<file path="src/verilog/timer_pkg.sv">
// Shared constants and types of the reload counter timer block.
`default_nettype none
package timer_pkg;

  //////////////////////////////////////////////////////////////////////////////
  // Register offsets.
  localparam logic [7:0] RUN_CONTROL_OFS = 8'h0E;
  localparam logic [7:0] FIRST_TIMER_CONTROL_OFS = 8'h0F;
  localparam logic [7:0] FIRST_TIMER_RELOAD_UPPER_OFS = 8'h10;
  localparam logic [7:0] FIRST_TIMER_RELOAD_LOWER_OFS = 8'h11;
  localparam logic [7:0] FIRST_TIMER_COUNT_UPPER_OFS = 8'h12;
  localparam logic [7:0] FIRST_TIMER_COUNT_LOWER_OFS = 8'h13;
  localparam logic [7:0] SECOND_TIMER_CONTROL_OFS = 8'h14;
  localparam logic [7:0] SECOND_TIMER_RELOAD_UPPER_OFS = 8'h15;
  localparam logic [7:0] SECOND_TIMER_RELOAD_LOWER_OFS = 8'h16;
  localparam logic [7:0] SECOND_TIMER_COUNT_UPPER_OFS = 8'h17;
  localparam logic [7:0] SECOND_TIMER_COUNT_LOWER_OFS = 8'h18;
  localparam logic [7:0] IRQ_STATUS_OFS = 8'h20;
  localparam logic [7:0] IRQ_MASK_OFS = 8'h21;

  //////////////////////////////////////////////////////////////////////////////
  // Field positions.
  localparam int CTRL_STOP_RX_BIT = 7;
  localparam int CTRL_START_LSB = 4;
  localparam int CTRL_AUTO_RELOAD_BIT = 3;
  localparam int CTRL_CLK_LSB = 0;
  localparam int RUN_ACTIVE_LSB = 4;
  localparam int RUN_MASK_LSB = 0;
  localparam int IRQ_FIRST_BIT = 0;
  localparam int IRQ_SECOND_BIT = 1;

  //////////////////////////////////////////////////////////////////////////////
  // Reset values.
  localparam logic [7:0] CONTROL_RESET = 8'h00;
  localparam logic [15:0] RELOAD_RESET = 16'h0000;
  localparam logic [15:0] COUNT_RESET = 16'h0000;
  localparam logic [1:0] IRQ_RESET = 2'h0;
  localparam logic [7:0] READ_IDLE = 8'h00;

  //////////////////////////////////////////////////////////////////////////////
  // Encodings.
  typedef enum logic [1:0] {
    START_NONE = 2'h0,
    START_TX_END = 2'h1,
    START_LFO_NO_UNDERFLOW = 2'h2,
    START_LFO_UNDERFLOW = 2'h3
  } start_src_t;

  typedef enum logic [1:0] {
    CLK_FAST = 2'h0,
    CLK_SLOW = 2'h1,
    CLK_CASCADE_A = 2'h2,
    CLK_CASCADE_B = 2'h3
  } clk_sel_t;

  typedef struct packed {
    logic stop_on_receive;
    start_src_t start_source;
    logic auto_reload;
    clk_sel_t clock_select;
  } timer_cfg_t;

  typedef struct packed {
    logic tick_fast;
    logic tick_slow;
    logic cascade_a;
    logic cascade_b;
    logic tx_end;
    logic rx_first_bits;
    logic lfo_rise;
  } timer_events_t;

  typedef struct packed {
    logic set;
    logic clear;
  } run_cmd_t;

endpackage : timer_pkg
`default_nettype wire

</file>
<file path="src/verilog/reload_down_counter.sv">
// One 16-bit down-counter with reload, start sources and clock selection.
`default_nettype none
`timescale 1ns/100ps
module reload_down_counter (
  input wire logic clk_i,
  input wire logic rst_b_i,
  input wire timer_pkg::timer_cfg_t cfg_i,
  input wire logic [15:0] reload_i,
  input wire timer_pkg::timer_events_t ev_i,
  input wire timer_pkg::run_cmd_t run_cmd_i,
  output logic [15:0] count_o,
  output logic running_o,
  output logic underflow_o
);

  logic lfo_mode;
  logic tick;
  logic stop_rx;
  logic start;

  assign lfo_mode = cfg_i.start_source[1];
  // Trimming modes ignore the stop-on-receive setting.
  assign stop_rx = cfg_i.stop_on_receive & ~lfo_mode & ev_i.rx_first_bits;
  assign start = ((cfg_i.start_source == timer_pkg::START_TX_END)
                  & ev_i.tx_end)
                 | (lfo_mode & ev_i.lfo_rise & ~running_o);

  always_comb begin
    unique case (cfg_i.clock_select)
      timer_pkg::CLK_FAST: tick = ev_i.tick_fast;
      timer_pkg::CLK_SLOW: tick = ev_i.tick_slow;
      timer_pkg::CLK_CASCADE_A: tick = ev_i.cascade_a;
      timer_pkg::CLK_CASCADE_B: tick = ev_i.cascade_b;
    endcase
  end

  // Software stop wins over every hardware event, then stops, then starts.
  always_ff @(posedge clk_i or negedge rst_b_i) begin
    if (!rst_b_i) begin
      count_o <= timer_pkg::COUNT_RESET;
      running_o <= 1'b0;
      underflow_o <= 1'b0;
    end else begin
      underflow_o <= 1'b0;
      if (run_cmd_i.clear) begin
        running_o <= 1'b0;
      end else if (stop_rx) begin
        running_o <= 1'b0;
      end else if (lfo_mode && ev_i.lfo_rise && running_o) begin
        running_o <= 1'b0;
      end else if (start || run_cmd_i.set) begin
        count_o <= reload_i;
        running_o <= 1'b1;
      end else if (running_o && tick) begin
        if (count_o != 16'h0000) begin
          count_o <= count_o - 16'h0001;
        end else if (cfg_i.start_source == timer_pkg::START_LFO_NO_UNDERFLOW) begin
          running_o <= 1'b0;
        end else begin
          underflow_o <= 1'b1;
          if (cfg_i.auto_reload) begin
            count_o <= reload_i;
          end else begin
            running_o <= 1'b0;
          end
        end
      end
    end
  end

endmodule : reload_down_counter
`default_nettype wire

</file>
<file path="src/verilog/reader_timer01_reload_counter.sv">
// Register file and event logic for the first two reader timers.
//
// Functional notes
// - Start event loads full 16-bit reload value.
// - Reload writes affect only the next start or auto-reload.
// - Reload high byte at lower address.
// - Count high byte reads live upper bits.
// - Count low byte reads live lower bits.
// - Stop-on-receive halts timer after four bits.
// - Trimming modes ignore stop-on-receive.
// - Start source none or end of transmission.
// - Codes 10/11 trim oscillator on rising edge.
// - Auto-reload restarts count at zero except in start code 10.
// - Without auto-reload timer halts at zero.
// - Second timer underflow sets its interrupt flag.
// - Clock codes pick 13.56 MHz or 211.875 kHz.
// - Clock codes 10/11 cascade other timers.
// - Run bits change only where mask written.
// - Run bits show and control counting.
`default_nettype none
`timescale 1ns/100ps
module reader_timer01_reload_counter (
  input wire logic clk_i,
  input wire logic rst_b_i,
  input wire logic [7:0] addr_i,
  input wire logic [7:0] wr_data_i,
  input wire logic wr_i,
  input wire logic rd_i,
  input wire logic tick_fast_pin_i,
  input wire logic tick_slow_pin_i,
  input wire logic lfo_pin_i,
  input wire logic tx_end_i,
  input wire logic rx_first_bits_i,
  input wire logic third_timer_underflow_i,
  output logic [7:0] rd_data_o,
  output logic irq_o
);

  //////////////////////////////////////////////////////////////////////////////
  // Pin synchronisers and edge detection.

  logic [2:0] sync_a_r;
  logic [2:0] sync_b_r;
  logic [2:0] sync_c_r;
  logic [2:0] last_r;
  logic [2:0] rise;

  // The first stage is read only by the second; edges use the second stage.
  always_ff @(posedge clk_i or negedge rst_b_i) begin
    if (!rst_b_i) begin
      sync_a_r <= 3'h0;
      sync_b_r <= 3'h0;
      last_r <= 3'h0;
    end else begin
      sync_a_r <= {lfo_pin_i, tick_slow_pin_i, tick_fast_pin_i};
      sync_b_r <= sync_a_r;
      last_r <= sync_b_r;
    end
  end

  assign sync_c_r = sync_b_r;
  assign rise = sync_c_r & ~last_r;

  //////////////////////////////////////////////////////////////////////////////
  // Register storage.

  logic [7:0] first_ctrl_r;
  logic [7:0] second_ctrl_r;
  logic [15:0] first_reload_r;
  logic [15:0] second_reload_r;
  logic [1:0] irq_status_r;
  logic [1:0] irq_status_nxt;
  logic [1:0] irq_mask_r;
  logic [7:0] rd_data_r;
  logic irq_r;

  function automatic logic wr_hit(input logic [7:0] ofs);
    wr_hit = wr_i && (addr_i == ofs);
  endfunction : wr_hit

  function automatic timer_pkg::timer_cfg_t to_cfg(input logic [7:0] b);
    timer_pkg::timer_cfg_t c;
    c.stop_on_receive = b[timer_pkg::CTRL_STOP_RX_BIT];
    c.start_source = timer_pkg::start_src_t'(b[timer_pkg::CTRL_START_LSB +: 2]);
    c.auto_reload = b[timer_pkg::CTRL_AUTO_RELOAD_BIT];
    c.clock_select = timer_pkg::clk_sel_t'(b[timer_pkg::CTRL_CLK_LSB +: 2]);
    to_cfg = c;
  endfunction : to_cfg

  // Reserved control bits 6 and 2 are not stored and read as zero.
  function automatic logic [7:0] ctrl_view(input logic [7:0] b);
    ctrl_view = b & 8'hBB;
  endfunction : ctrl_view

  always_ff @(posedge clk_i or negedge rst_b_i) begin
    if (!rst_b_i) begin
      first_ctrl_r <= timer_pkg::CONTROL_RESET;
      second_ctrl_r <= timer_pkg::CONTROL_RESET;
    end else begin
      if (wr_hit(timer_pkg::FIRST_TIMER_CONTROL_OFS)) begin
        first_ctrl_r <= ctrl_view(wr_data_i);
      end
      if (wr_hit(timer_pkg::SECOND_TIMER_CONTROL_OFS)) begin
        second_ctrl_r <= ctrl_view(wr_data_i);
      end
    end
  end

  // Reload bytes only feed the counter on a start or an auto-reload, never the live count.
  always_ff @(posedge clk_i or negedge rst_b_i) begin
    if (!rst_b_i) begin
      first_reload_r <= timer_pkg::RELOAD_RESET;
      second_reload_r <= timer_pkg::RELOAD_RESET;
    end else begin
      if (wr_hit(timer_pkg::FIRST_TIMER_RELOAD_UPPER_OFS)) begin
        first_reload_r[15:8] <= wr_data_i;
      end
      if (wr_hit(timer_pkg::FIRST_TIMER_RELOAD_LOWER_OFS)) begin
        first_reload_r[7:0] <= wr_data_i;
      end
      if (wr_hit(timer_pkg::SECOND_TIMER_RELOAD_UPPER_OFS)) begin
        second_reload_r[15:8] <= wr_data_i;
      end
      if (wr_hit(timer_pkg::SECOND_TIMER_RELOAD_LOWER_OFS)) begin
        second_reload_r[7:0] <= wr_data_i;
      end
    end
  end

  //////////////////////////////////////////////////////////////////////////////
  // Masked run control.

  logic run_wr;
  timer_pkg::run_cmd_t first_cmd;
  timer_pkg::run_cmd_t second_cmd;

  assign run_wr = wr_hit(timer_pkg::RUN_CONTROL_OFS);

  function automatic timer_pkg::run_cmd_t run_cmd(input int idx);
    timer_pkg::run_cmd_t r;
    logic en;
    logic val;
    en = run_wr && wr_data_i[timer_pkg::RUN_MASK_LSB + idx];
    val = wr_data_i[timer_pkg::RUN_ACTIVE_LSB + idx];
    r.set = en & val;
    r.clear = en & ~val;
    run_cmd = r;
  endfunction : run_cmd

  assign first_cmd = run_cmd(0);
  assign second_cmd = run_cmd(1);

  //////////////////////////////////////////////////////////////////////////////
  // The two timers.

  logic [15:0] first_count;
  logic [15:0] second_count;
  logic first_running;
  logic second_running;
  logic first_underflow;
  logic second_underflow;
  timer_pkg::timer_events_t first_ev;
  timer_pkg::timer_events_t second_ev;

  // The first timer cascades from the third timer or the second timer.
  assign first_ev = '{
    tick_fast: rise[0],
    tick_slow: rise[1],
    cascade_a: third_timer_underflow_i,
    cascade_b: second_underflow,
    tx_end: tx_end_i,
    rx_first_bits: rx_first_bits_i,
    lfo_rise: rise[2]
  };

  assign second_ev = '{
    tick_fast: rise[0],
    tick_slow: rise[1],
    cascade_a: first_underflow,
    cascade_b: third_timer_underflow_i,
    tx_end: tx_end_i,
    rx_first_bits: rx_first_bits_i,
    lfo_rise: rise[2]
  };

  reload_down_counter first_timer (
    .clk_i(clk_i),
    .rst_b_i(rst_b_i),
    .cfg_i(to_cfg(first_ctrl_r)),
    .reload_i(first_reload_r),
    .ev_i(first_ev),
    .run_cmd_i(first_cmd),
    .count_o(first_count),
    .running_o(first_running),
    .underflow_o(first_underflow)
  );

  reload_down_counter second_timer (
    .clk_i(clk_i),
    .rst_b_i(rst_b_i),
    .cfg_i(to_cfg(second_ctrl_r)),
    .reload_i(second_reload_r),
    .ev_i(second_ev),
    .run_cmd_i(second_cmd),
    .count_o(second_count),
    .running_o(second_running),
    .underflow_o(second_underflow)
  );

  //////////////////////////////////////////////////////////////////////////////
  // Interrupt status and mask.

  logic [1:0] irq_events;
  logic [1:0] irq_w1c;

  assign irq_events = {second_underflow, first_underflow};
  assign irq_w1c = wr_hit(timer_pkg::IRQ_STATUS_OFS) ? wr_data_i[1:0] : 2'h0;
  // A set in the same cycle as its clear keeps the flag.
  assign irq_status_nxt = (irq_status_r & ~irq_w1c) | irq_events;

  always_ff @(posedge clk_i or negedge rst_b_i) begin
    if (!rst_b_i) begin
      irq_status_r <= timer_pkg::IRQ_RESET;
    end else begin
      irq_status_r <= irq_status_nxt;
    end
  end

  always_ff @(posedge clk_i or negedge rst_b_i) begin
    if (!rst_b_i) begin
      irq_mask_r <= timer_pkg::IRQ_RESET;
    end else if (wr_hit(timer_pkg::IRQ_MASK_OFS)) begin
      irq_mask_r <= wr_data_i[1:0];
    end
  end

  // Uses the next status so that the line rises with the flag.
  always_ff @(posedge clk_i or negedge rst_b_i) begin
    if (!rst_b_i) begin
      irq_r <= 1'b0;
    end else begin
      irq_r <= |(irq_status_nxt & irq_mask_r);
    end
  end

  //////////////////////////////////////////////////////////////////////////////
  // Read path.

  logic [7:0] rd_mux;

  // Count bytes are sampled live; a multi-byte read is not atomic.
  always_comb begin
    rd_mux = timer_pkg::READ_IDLE;
    unique case (addr_i)
      timer_pkg::RUN_CONTROL_OFS:
        rd_mux = {2'h0, second_running, first_running, 4'h0};
      timer_pkg::FIRST_TIMER_CONTROL_OFS: rd_mux = first_ctrl_r;
      timer_pkg::FIRST_TIMER_RELOAD_UPPER_OFS: rd_mux = first_reload_r[15:8];
      timer_pkg::FIRST_TIMER_RELOAD_LOWER_OFS: rd_mux = first_reload_r[7:0];
      timer_pkg::FIRST_TIMER_COUNT_UPPER_OFS: rd_mux = first_count[15:8];
      timer_pkg::FIRST_TIMER_COUNT_LOWER_OFS: rd_mux = first_count[7:0];
      timer_pkg::SECOND_TIMER_CONTROL_OFS: rd_mux = second_ctrl_r;
      timer_pkg::SECOND_TIMER_RELOAD_UPPER_OFS: rd_mux = second_reload_r[15:8];
      timer_pkg::SECOND_TIMER_RELOAD_LOWER_OFS: rd_mux = second_reload_r[7:0];
      timer_pkg::SECOND_TIMER_COUNT_UPPER_OFS: rd_mux = second_count[15:8];
      timer_pkg::SECOND_TIMER_COUNT_LOWER_OFS: rd_mux = second_count[7:0];
      timer_pkg::IRQ_STATUS_OFS: rd_mux = {6'h00, irq_status_r};
      timer_pkg::IRQ_MASK_OFS: rd_mux = {6'h00, irq_mask_r};
      default: rd_mux = timer_pkg::READ_IDLE;
    endcase
  end

  always_ff @(posedge clk_i or negedge rst_b_i) begin
    if (!rst_b_i) begin
      rd_data_r <= timer_pkg::READ_IDLE;
    end else begin
      rd_data_r <= rd_i ? rd_mux : timer_pkg::READ_IDLE;
    end
  end

  assign rd_data_o = rd_data_r;
  assign irq_o = irq_r;

endmodule : reader_timer01_reload_counter
`default_nettype wire

</file>
<file path="config.mk">
export PLATFORM = sky130hd
export DESIGN_NAME = reader_timer01_reload_counter
export DESIGN_NICKNAME = d
export VERILOG_FILES = /design/src/verilog/timer_pkg.sv /design/src/verilog/reload_down_counter.sv /design/src/verilog/reader_timer01_reload_counter.sv
export SDC_FILE = /design/constraint.sdc
export NUM_CORES = 1
export LEC_CHECK = 0
export ABC_AREA = 0
export BUFFER_PORTS_ARGS = -buffer_cell sky130_fd_sc_hd__buf_2
export CORE_ASPECT_RATIO = 0.75
export CORE_UTILIZATION = 60
export DETAILED_ROUTE_END_ITERATION = 8
export PLACE_DENSITY = 0.86
export SLEW_MARGIN = 20
export SYNTH_ARGS = -nofsm -noshare
export SYNTH_HDL_FRONTEND = slang
export SYNTH_SLANG_ARGS = --single-unit
</file>
<file path="constraint.sdc">
create_clock -name clk_i -period 5.45 [get_ports clk_i]
set_input_delay 0.545 -clock clk_i [delete_from_list [all_inputs] [get_ports clk_i]]
set_output_delay 0.545 -clock clk_i [all_outputs]
set_load 0.01 [all_outputs]
</file>
==> out/results.md, run 1 <==
| Stage | Quantity | This run |
| --- | --- | --- |
| clock tree | Htree depth | 3 |
| clock tree | Max Buffers Root-to-Sink | 2 |
| detailed routing | Residual DRC | 0 |
| detailed routing | Violation count after the first detailed-route iteration | 644 |
| yosys | Area fraction in compound gates after synthesis | 19.07% |
| floorplan | Overall die height | 88.30 um |
| clock tree | Worst-skew pair later-pin latency | 350 ps |
| worst setup path | Reg2Reg Setup Slack | 2610 ps |
| final layout | Diodes inserted | 0 |
| yosys | Synth Area in Adders | 0.8400% |
| clock tree | Post-CTS resize count | 0 |
| clock tree | Sink Count | 102 |
| global route | Global-route wire length before repair | 26.70 mm |
| status | Outcome | finished, final reports clean |
| worst setup path | Data arrival time of the critical path | 3440 ps |
| detailed routing | Via Count | 5,043 |
| floorplan | Die Outline Area | 10,340 um^2 |
| final layout | Final cell utilization of the core | 66.63% |
| clock tree | Clock Pin Slew Worst Setup and Hold Paths | 70 ps |
| final layout | Final net count | 601 |
| floorplan | Initial Utilization | 61.69% |
| yosys | EDFF count, synth | 0 |
| worst setup path | Required arrival time at the worst endpoint | 5720 ps |
| detailed routing | Antenna violation net count after detailed routing | 0 |
| yosys | Flip-flop and latch count after synthesis | 102 |
| yosys | Sequential fraction of the synthesis area | 42.84% |
| timing | RSZ-0062 raised after global routing | no |
| final layout | P&R area growth vs syn | 8.001% |
| pwr | Static leakage | 2.987 nW |
| yosys | Post-synthesis instance area | 5958 um^2 |
| timing | Final hold viol count | 0 |
| pwr | VDD IR max | 0.2827 mV |
| yosys | Cell taking the most area after synthesis | dfrtp_1 |
| clock tree | Num CTS Buffers | 9 |
| floorplan | Core area | 9658 um^2 |
| global route | Number of antenna violations at the first check in global routing | 0 |
| global route | Pin count of the biggest net entering global routing | 61 |
| floorplan | Total I/O pin count | 35 |
| job | Number of violations of the max-capacitance limit | 0 |
| clock tree | CTS tree | built |
| timing | Post-route clock period utilization | 58.32% |
| detailed routing | Count of TritonRoute iterations in the first routing pass | 5 |
| placement | Last weighted congestion value of the routability-driven placer | 0.9187 |
| worst hold path | Type of the tightest min-delay check | input pin to asynchronous set/reset pin |
| detailed routing | Via/cell ratio | 7.123 |
| timing | Measured slew at the worst slew-check pin | 880.1 ps |
| yosys | Fraction of synthesized area in multiplexers | 16.27% |
| placement | Total of buffers placed on input and output ports | 34 |
| final layout | Leading cell type in the layout, fill and taps excluded | dfrtp_1 |
| timing | Fmax | 314.6 MHz |
| timing | Final critical-path required period | 3178 ps |
| global route | Vias in the first global route | 4,640 |
| worst setup path | Startpoint Class | input pin |
| yosys | Synth area leaders | dfrtp_1 (43%), mux2_2 (9.3%), mux2i_1 (5.9%) |
| floorplan | Num rows | 31 |
| pwr | Total design power | 0.002543 W |
| timing | PnR worst setup slack | 2272 ps |
| worst setup path | Nature of the critical path endpoint | flop |
| yosys | Post-synthesis simple-gate area fraction | 16.19% |
| global route | Total global routing track utilization | 35.41% |
| yosys | Net count of the mapped netlist | 596 |
| clock tree | Number of buffers inserted by hold repair at cts | 0 |
| yosys | Xor/xnor cell area share of the yosys netlist | 0% |
| yosys | Synth warnings | 0 |
| timing | Tightest slew margin relative to the limit | 41.33% |
| yosys | Yosys top cell area share | 42.84% |
| yosys | Dominant synthesized flop cell | dfrtp_1 |
| placement | Final HPWL from detailed placement | 12.21 mm |
| timing | Setup total negative slack | 0 ps |
| timing | Layout Skew | 5.468 ps |
| timing | Finish-stage setup viols | 0 |
| yosys | Main combinational cell family by area after synthesis | compound AO/OA/AOI/OAI gates |
| timing | Fin. max-slew vios | 0 |
| global route | GRT Residual Overflow | 0 |
| placement | Place WS | 2054 ps |
| detailed routing | Total wirelength of the detailed-routed design | 17.03 mm |
| clock tree | Post-CTS Repair Setup Buffers | 0 |
| worst setup path | Critical setup path kind | input pin to flop |
| final layout | Most frequent cells in the layout | dfrtp_1 (102), mux2_2 (49), mux2i_1 (35) |
| clock tree | Library cell used as clock root buffer | clkbuf_16 |
| yosys | Share of synthesized registers carrying an async set or reset | 100.0% |
| worst setup path | CP max FO | 18 |
| detailed routing | Mean routed wirelength per cell | 24.06 um |
| pwr | Power density over cell area | 395.3 nW/um^2 |
| yosys | Unique cell type count in the Yosys netlist | 67 |
| yosys | Gate count of the mapped netlist | 566 |
| final layout | Share of cells above drive strength 1 | 21.88% |
| floorplan | Floorplan die width | 117.1 um |
| yosys | Synth Area per Inst | 10.53 um^2 |
cell usage after synthesis (all sizes together) (5+ instances only):
| master | n |
|---|---|
| a21oi | 10 |
| a22oi | 6 |
| a31oi | 8 |
| and3 | 10 |
| and4 | 6 |
| buf | 22 |
| clkbuf | 22 |
| dfrtp | 102 |
| inv | 21 |
| mux2 | 49 |
| mux2i | 35 |
| nand2 | 32 |
| nand2b | 6 |
| nand3 | 6 |
| nand3b | 5 |
| nor2 | 26 |
| nor2b | 6 |
| nor3 | 23 |
| nor3b | 7 |
| nor4 | 12 |
| o21ai | 11 |
| o221ai | 30 |
| o22ai | 5 |
| o2bb2ai | 31 |
| or3 | 6 |
logic make-up after synthesis:
kind of cell             count (synthesis)
AO/OA/AOI/OAI                          141
buffers and inverters                   65
adder cells (fa/ha/maj)                  4
flip-flops                             102
AND/OR/NAND/NOR                        167
multiplexers                            87
per-layer routing:
layer  up-vias  track usage, %  share of wire [%]
met3        26           11.16                 12
met5         -               0                  0
li1       2196               -                  -
met1      2496           52.44                 44
met4         0           8.170                1.8
met2       325           50.56                 42
critical path: stages:
cell and delay, ps:
buf_2 110, nor3_1 650, and2_0 710, a41oi_2 610, o21ai_2 520, mux2i_1 270
through the flow:
stage / area [um^2] / cells / hold slack, ps
final: 6435 / 708 / 179.6
after global routing: 6435 / 708 / 222.9
after CTS: 6435 / 708 / 205.3
after detailed placement: 6130 / 692 / 336.4
after global placement: 6117 / 691 / 334.5
after floorplan: 5958 / 566 / 249.4
registers in the layout (all words and copies together) (netlist names), 3 cells and up:
name	flops
second_ctrl_r	6
second_reload_r	16
sync_a_r	3
rd_data_o	8
sync_b_r	3
first_timer.count_o	16
first_reload_r	16
second_timer.count_o	16
first_ctrl_r	6
last_r	3
cell type report:
cell class | count | area, um^2
clock inverter | 7 | 80.08
tap | 132 | 165.2
fill | 743 | 3223
sequential | 102 | 2552
multi-input combinational | 399 | 3133
clock buffer | 9 | 225.2
inverter | 21 | 78.83
timing repair buffer | 38 | 200.2
power breakdown:
group	internal [W]	leakage [nW]	switching (W)	total [W]
Sequential	0.000894	1.36	0.000230	0.00112
Clock	0.000363	0.148	0.000302	0.000664
Combinational	0.000324	1.48	0.000431	0.000755
worst paths after layout:
path,startpoint,to,cells past startpoint
min in group clk_i,tick_fast_pin_i,sync_a_r[0],1
max in group asynchronous,rst_b_i,first_reload_r[3],2
hold / removal,rst_b_i,second_reload_r[0],1
hold reg to reg,sync_a_r[2],sync_b_r[2],0
setup reg to reg,first_timer.count_o[7],first_timer.count_o[1],5
setup / recovery,addr_i[4],second_timer.count_o[1],6
No activity file was read; power rests on OpenSTA's default activity.
==> run 2, diff against run 1 <==
--- a/config.mk
+++ b/config.mk
@@ -8,9 +8,9 @@
 export ABC_AREA = 0
 export BUFFER_PORTS_ARGS = -buffer_cell sky130_fd_sc_hd__buf_2
 export CORE_ASPECT_RATIO = 0.75
-export CORE_UTILIZATION = 60
+export CORE_UTILIZATION = 56
 export DETAILED_ROUTE_END_ITERATION = 8
-export PLACE_DENSITY = 0.86
+export PLACE_DENSITY = 0.84
 export SLEW_MARGIN = 20
 export SYNTH_ARGS = -nofsm -noshare
 export SYNTH_HDL_FRONTEND = slang
==> constraint.sdc (replaced) <==
create_clock -name clk_i -period 2.9 [get_ports clk_i]
set_input_delay 0.29 -clock clk_i [delete_from_list [all_inputs] [get_ports clk_i]]
set_output_delay 0.29 -clock clk_i [all_outputs]
set_load 0.01 [all_outputs]
==> run 2 against run 1 <==
Against the previous run: sequential power increased by 88%; register-to-register slack got worse by 2300 ps; wire length increased by 1.9%; critical path depth decreased by 1; largest cell class unchanged; worst hold slack got worse by 130 ps; critical path type is now flop to flop; sequential share of layout area decreased by 0.96 points; flip-flop and latch count unchanged; first-iteration DRC count decreased by 3.6%; largest power group unchanged; global-route usage decreased by 2.0 points; via count increased by 2.7%; power increased by 91%; die area increased by 7.0%.
==> out/results.md, run 2 (synthesized netlist as in run 1, its figures left out) <==
| Stage | Quantity | This run | vs previous |
| --- | --- | --- | --- |
| status | Outcome | finished, final reports clean |  |
| timing | Hold Slack | 47.79 ps | -131.8 ps |
| clock tree | Sink Count | 102 | unchanged |
| job | Number of violations of the max-capacitance limit | 0 | unchanged |
| timing | PnR worst setup slack | 325.6 ps | -1946 ps |
| pwr | Internal power | 0.003037 W | +92% |
| floorplan | Num rows | 32 | +3.2% |
| worst hold path | Worst Hold Path Cells | 1 |  |
| placement | Number of placed instances, taps included | 716 | +3.5% |
| timing | Final critical-path required period | 2574 ps |  |
| worst setup path | Number of cell instances on the worst register-to-register path | 5 | unchanged |
| global route | GRT Residual Overflow | 0 | unchanged |
| detailed routing | Residual DRC | 0 | unchanged |
| timing | Final hold viol count | 0 | unchanged |
| clock tree | CTS tree | built |  |
| floorplan | Core area | 10,330 um^2 | +7.0% |
| clock tree | Htree depth | 3 | unchanged |
| final layout | Share of cells above drive strength 1 | 23.83% | +2.0 points |
| placement | Place WS | 431.8 ps | -1622 ps |
| placement | Final HPWL from detailed placement | 12.51 mm | +2.5% |
| pwr | Gate power share | 31.4% | +1.7 points |
| floorplan | Total I/O pin count | 35 | unchanged |
| timing | Post-route clock period utilization | 88.77% |  |
| pwr | Switching Power | 0.001811 W | +88% |
| worst setup path | CP max FO | 14 | -4 |
| global route | Number of antenna violations at the first check in global routing | 1 | +1 |
| clock tree | Clock Pin Slew Worst Setup and Hold Paths | 70 ps | about the same |
| detailed routing | Total wirelength of the detailed-routed design | 17.36 mm | +1.9% |
| final layout | P&R area growth vs syn | 10.67% |  |
| pwr | Sequential power share | 43.5% | -0.7 points |
| detailed routing | Antenna violation net count after detailed routing | 0 | unchanged |
| pwr | Total design power | 0.004848 W | +91% |
| worst setup path | Data arrival time of the critical path | 2810 ps | -630 ps |
| timing | Tightest slew margin relative to the limit | 45.39% | +4.1 points |
| detailed routing | Count of TritonRoute iterations in the first routing pass | 5 | unchanged |
| timing | Setup total negative slack | 0 ps | unchanged |
| pwr | VDD IR max | 0.4578 mV | +62% |
| detailed routing | Violation count after the first detailed-route iteration | 621 | -3.6% |
| detailed routing | Via Count | 5,179 | +2.7% |
| floorplan | Floorplan die width | 121.1 um | +3.5% |
| clock tree | Library cell used as clock root buffer | clkbuf_16 |  |
| worst hold path | Hold path endpoint | sync_a_r[1] |  |
| pwr | Relative contribution of the clock network to total power | 25.1% | -1.0 points |
| global route | Global-route wire length before repair | 27.43 mm | +2.8% |
| global route | Pin count of the biggest net entering global routing | 54 | -11% |
| final layout | Non-filler cells in the finished layout | 732 | +3.4% |
| pwr | Switching portion of total power | 37.35% | -0.49 points |
| clock tree | Post-CTS resize count | 0 | unchanged |
| clock tree | Num CTS Buffers | 9 | unchanged |
| worst hold path | Launch point of the worst hold path | tick_slow_pin_i |  |
| worst setup path | Reg2Reg Setup Slack | 330 ps | -2280 ps |
| floorplan | Die Outline Area | 11,060 um^2 | +7.0% |
| pwr | Power density over cell area | 735.2 nW/um^2 | +86% |
| worst setup path | Worst reg2reg startpoint | second_timer.count_o[4] |  |
| worst setup path | Endpoint of the worst-slack reg-to-reg timing path | second_timer.count_o[8] |  |
| worst setup path | Startpoint Class | flop |  |
| floorplan | Initial Utilization | 57.68% | -4.0 points |
| worst setup path | Critical setup path kind | flop to flop |  |
| clock tree | Worst-skew pair later-pin latency | 350 ps | about the same |
| final layout | Final net count | 622 | +3.5% |
| timing | Fmax | 388.4 MHz |  |
| global route | Vias in the first global route | 4,881 | +5.2% |
| worst hold path | Type of the tightest min-delay check | input pin to flop |  |
| timing | Measured slew at the worst slew-check pin | 819.1 ps | -60.99 ps |
| clock tree | Max Buffers Root-to-Sink | 2 | unchanged |
| final layout | Leading cell type in the layout, fill and taps excluded | dfrtp_1 |  |
| floorplan | Overall die height | 91.33 um | +3.4% |
| pwr | Static leakage | 3.076 nW | +3.0% |
| detailed routing | Via/cell ratio | 7.075 | -0.67% |
| timing | Fin. max-slew vios | 0 | unchanged |
| placement | Total of buffers placed on input and output ports | 34 | unchanged |
| timing | Finish-stage setup viols | 0 | unchanged |
| worst setup path | Nature of the critical path endpoint | flop |  |
| worst setup path | Required arrival time at the worst endpoint | 3140 ps | -2580 ps |
| placement | Last weighted congestion value of the routability-driven placer | 0.9790 | +6.6% |
| timing | RSZ-0062 raised after global routing | no |  |
| timing | Layout Skew | 8.902 ps | +3.435 ps |
| detailed routing | Mean routed wirelength per cell | 23.72 um | -1.4% |
| global route | Total global routing track utilization | 33.38% | -2.0 points |
| final layout | Most frequent cells in the layout | dfrtp_1 (102), mux2_2 (49), mux2i_1 (35) |  |
| final layout | Diodes inserted | 0 | unchanged |
run 2: worst max-delay path by stage:
| stage | from | to | slack (ps) | depth (start not counted) |
|---|---|---|---|---|
| floorplan | first_ctrl_r[1] | first_timer.count_o[5] | 770 | 6 |
| global placement | second_timer.count_o[4] | second_timer.count_o[4] | 350 | 5 |
| detailed placement | second_timer.count_o[4] | second_timer.count_o[8] | 430 | 5 |
| CTS | second_timer.count_o[4] | second_timer.count_o[8] | 410 | 5 |
| global route | first_timer.count_o[0] | first_timer.count_o[12] | 150 | 7 |
| finish | second_timer.count_o[4] | second_timer.count_o[8] | 330 | 5 |
run 2: stage by stage:
step	utilization, %	area [um^2]
global route	63.83	6594
CTS	63.83	6594
global placement	60.91	6292
finish	63.83	6594
detailed placement	60.91	6292
floorplan	-	5958
run 2: power groups by stage:
stage / Sequential, W / Clock (W) / Combinational, W
finish: 0.00211 / 0.00122 / 0.00152
global route: 0.00214 / 0.00128 / 0.00166
CTS: 0.00209 / 0.00122 / 0.00149
detailed placement: 0.00211 / 0 / 0.00148
global placement: 0.00210 / 0 / 0.00144
floorplan: 0.00190 / 0 / 0.00117
run 2: layout make-up:
class                   instances  area, um^2
fillers                       816        3736
multi-input cells             399        3126
inverters                      21       78.83
flip-flops and latches        102        2552
repair buffers                 59       375.4
clock buffers                  12       246.5
clock inverters                 3       45.04
well taps                     136       170.2
run 2: repair_timing:
item,4_1_cts,5_1_grt
setup buffers,0,0
endpoints found under the hold margin,25,0
setup endpoints to repair,0,0
hold buffers,1,0
run 2: worst max-delay path, stage by stage, from the launching register on:
cell and delay (ps):
dfrtp_1 470, nor4_1 670, and4_1 470, a211o_1 460
o221ai_1 220, o2bb2ai_1 160
run 2: routing by layer:
metal  up-vias  routed length [um]  global-route usage, %
met5         -                   0                      0
met4         0                 356                  9.156
met3        41                2280                  10.18
met2       385                7372                  46.00
met1      2512                7354                  50.25
li1       2241                   -                      -
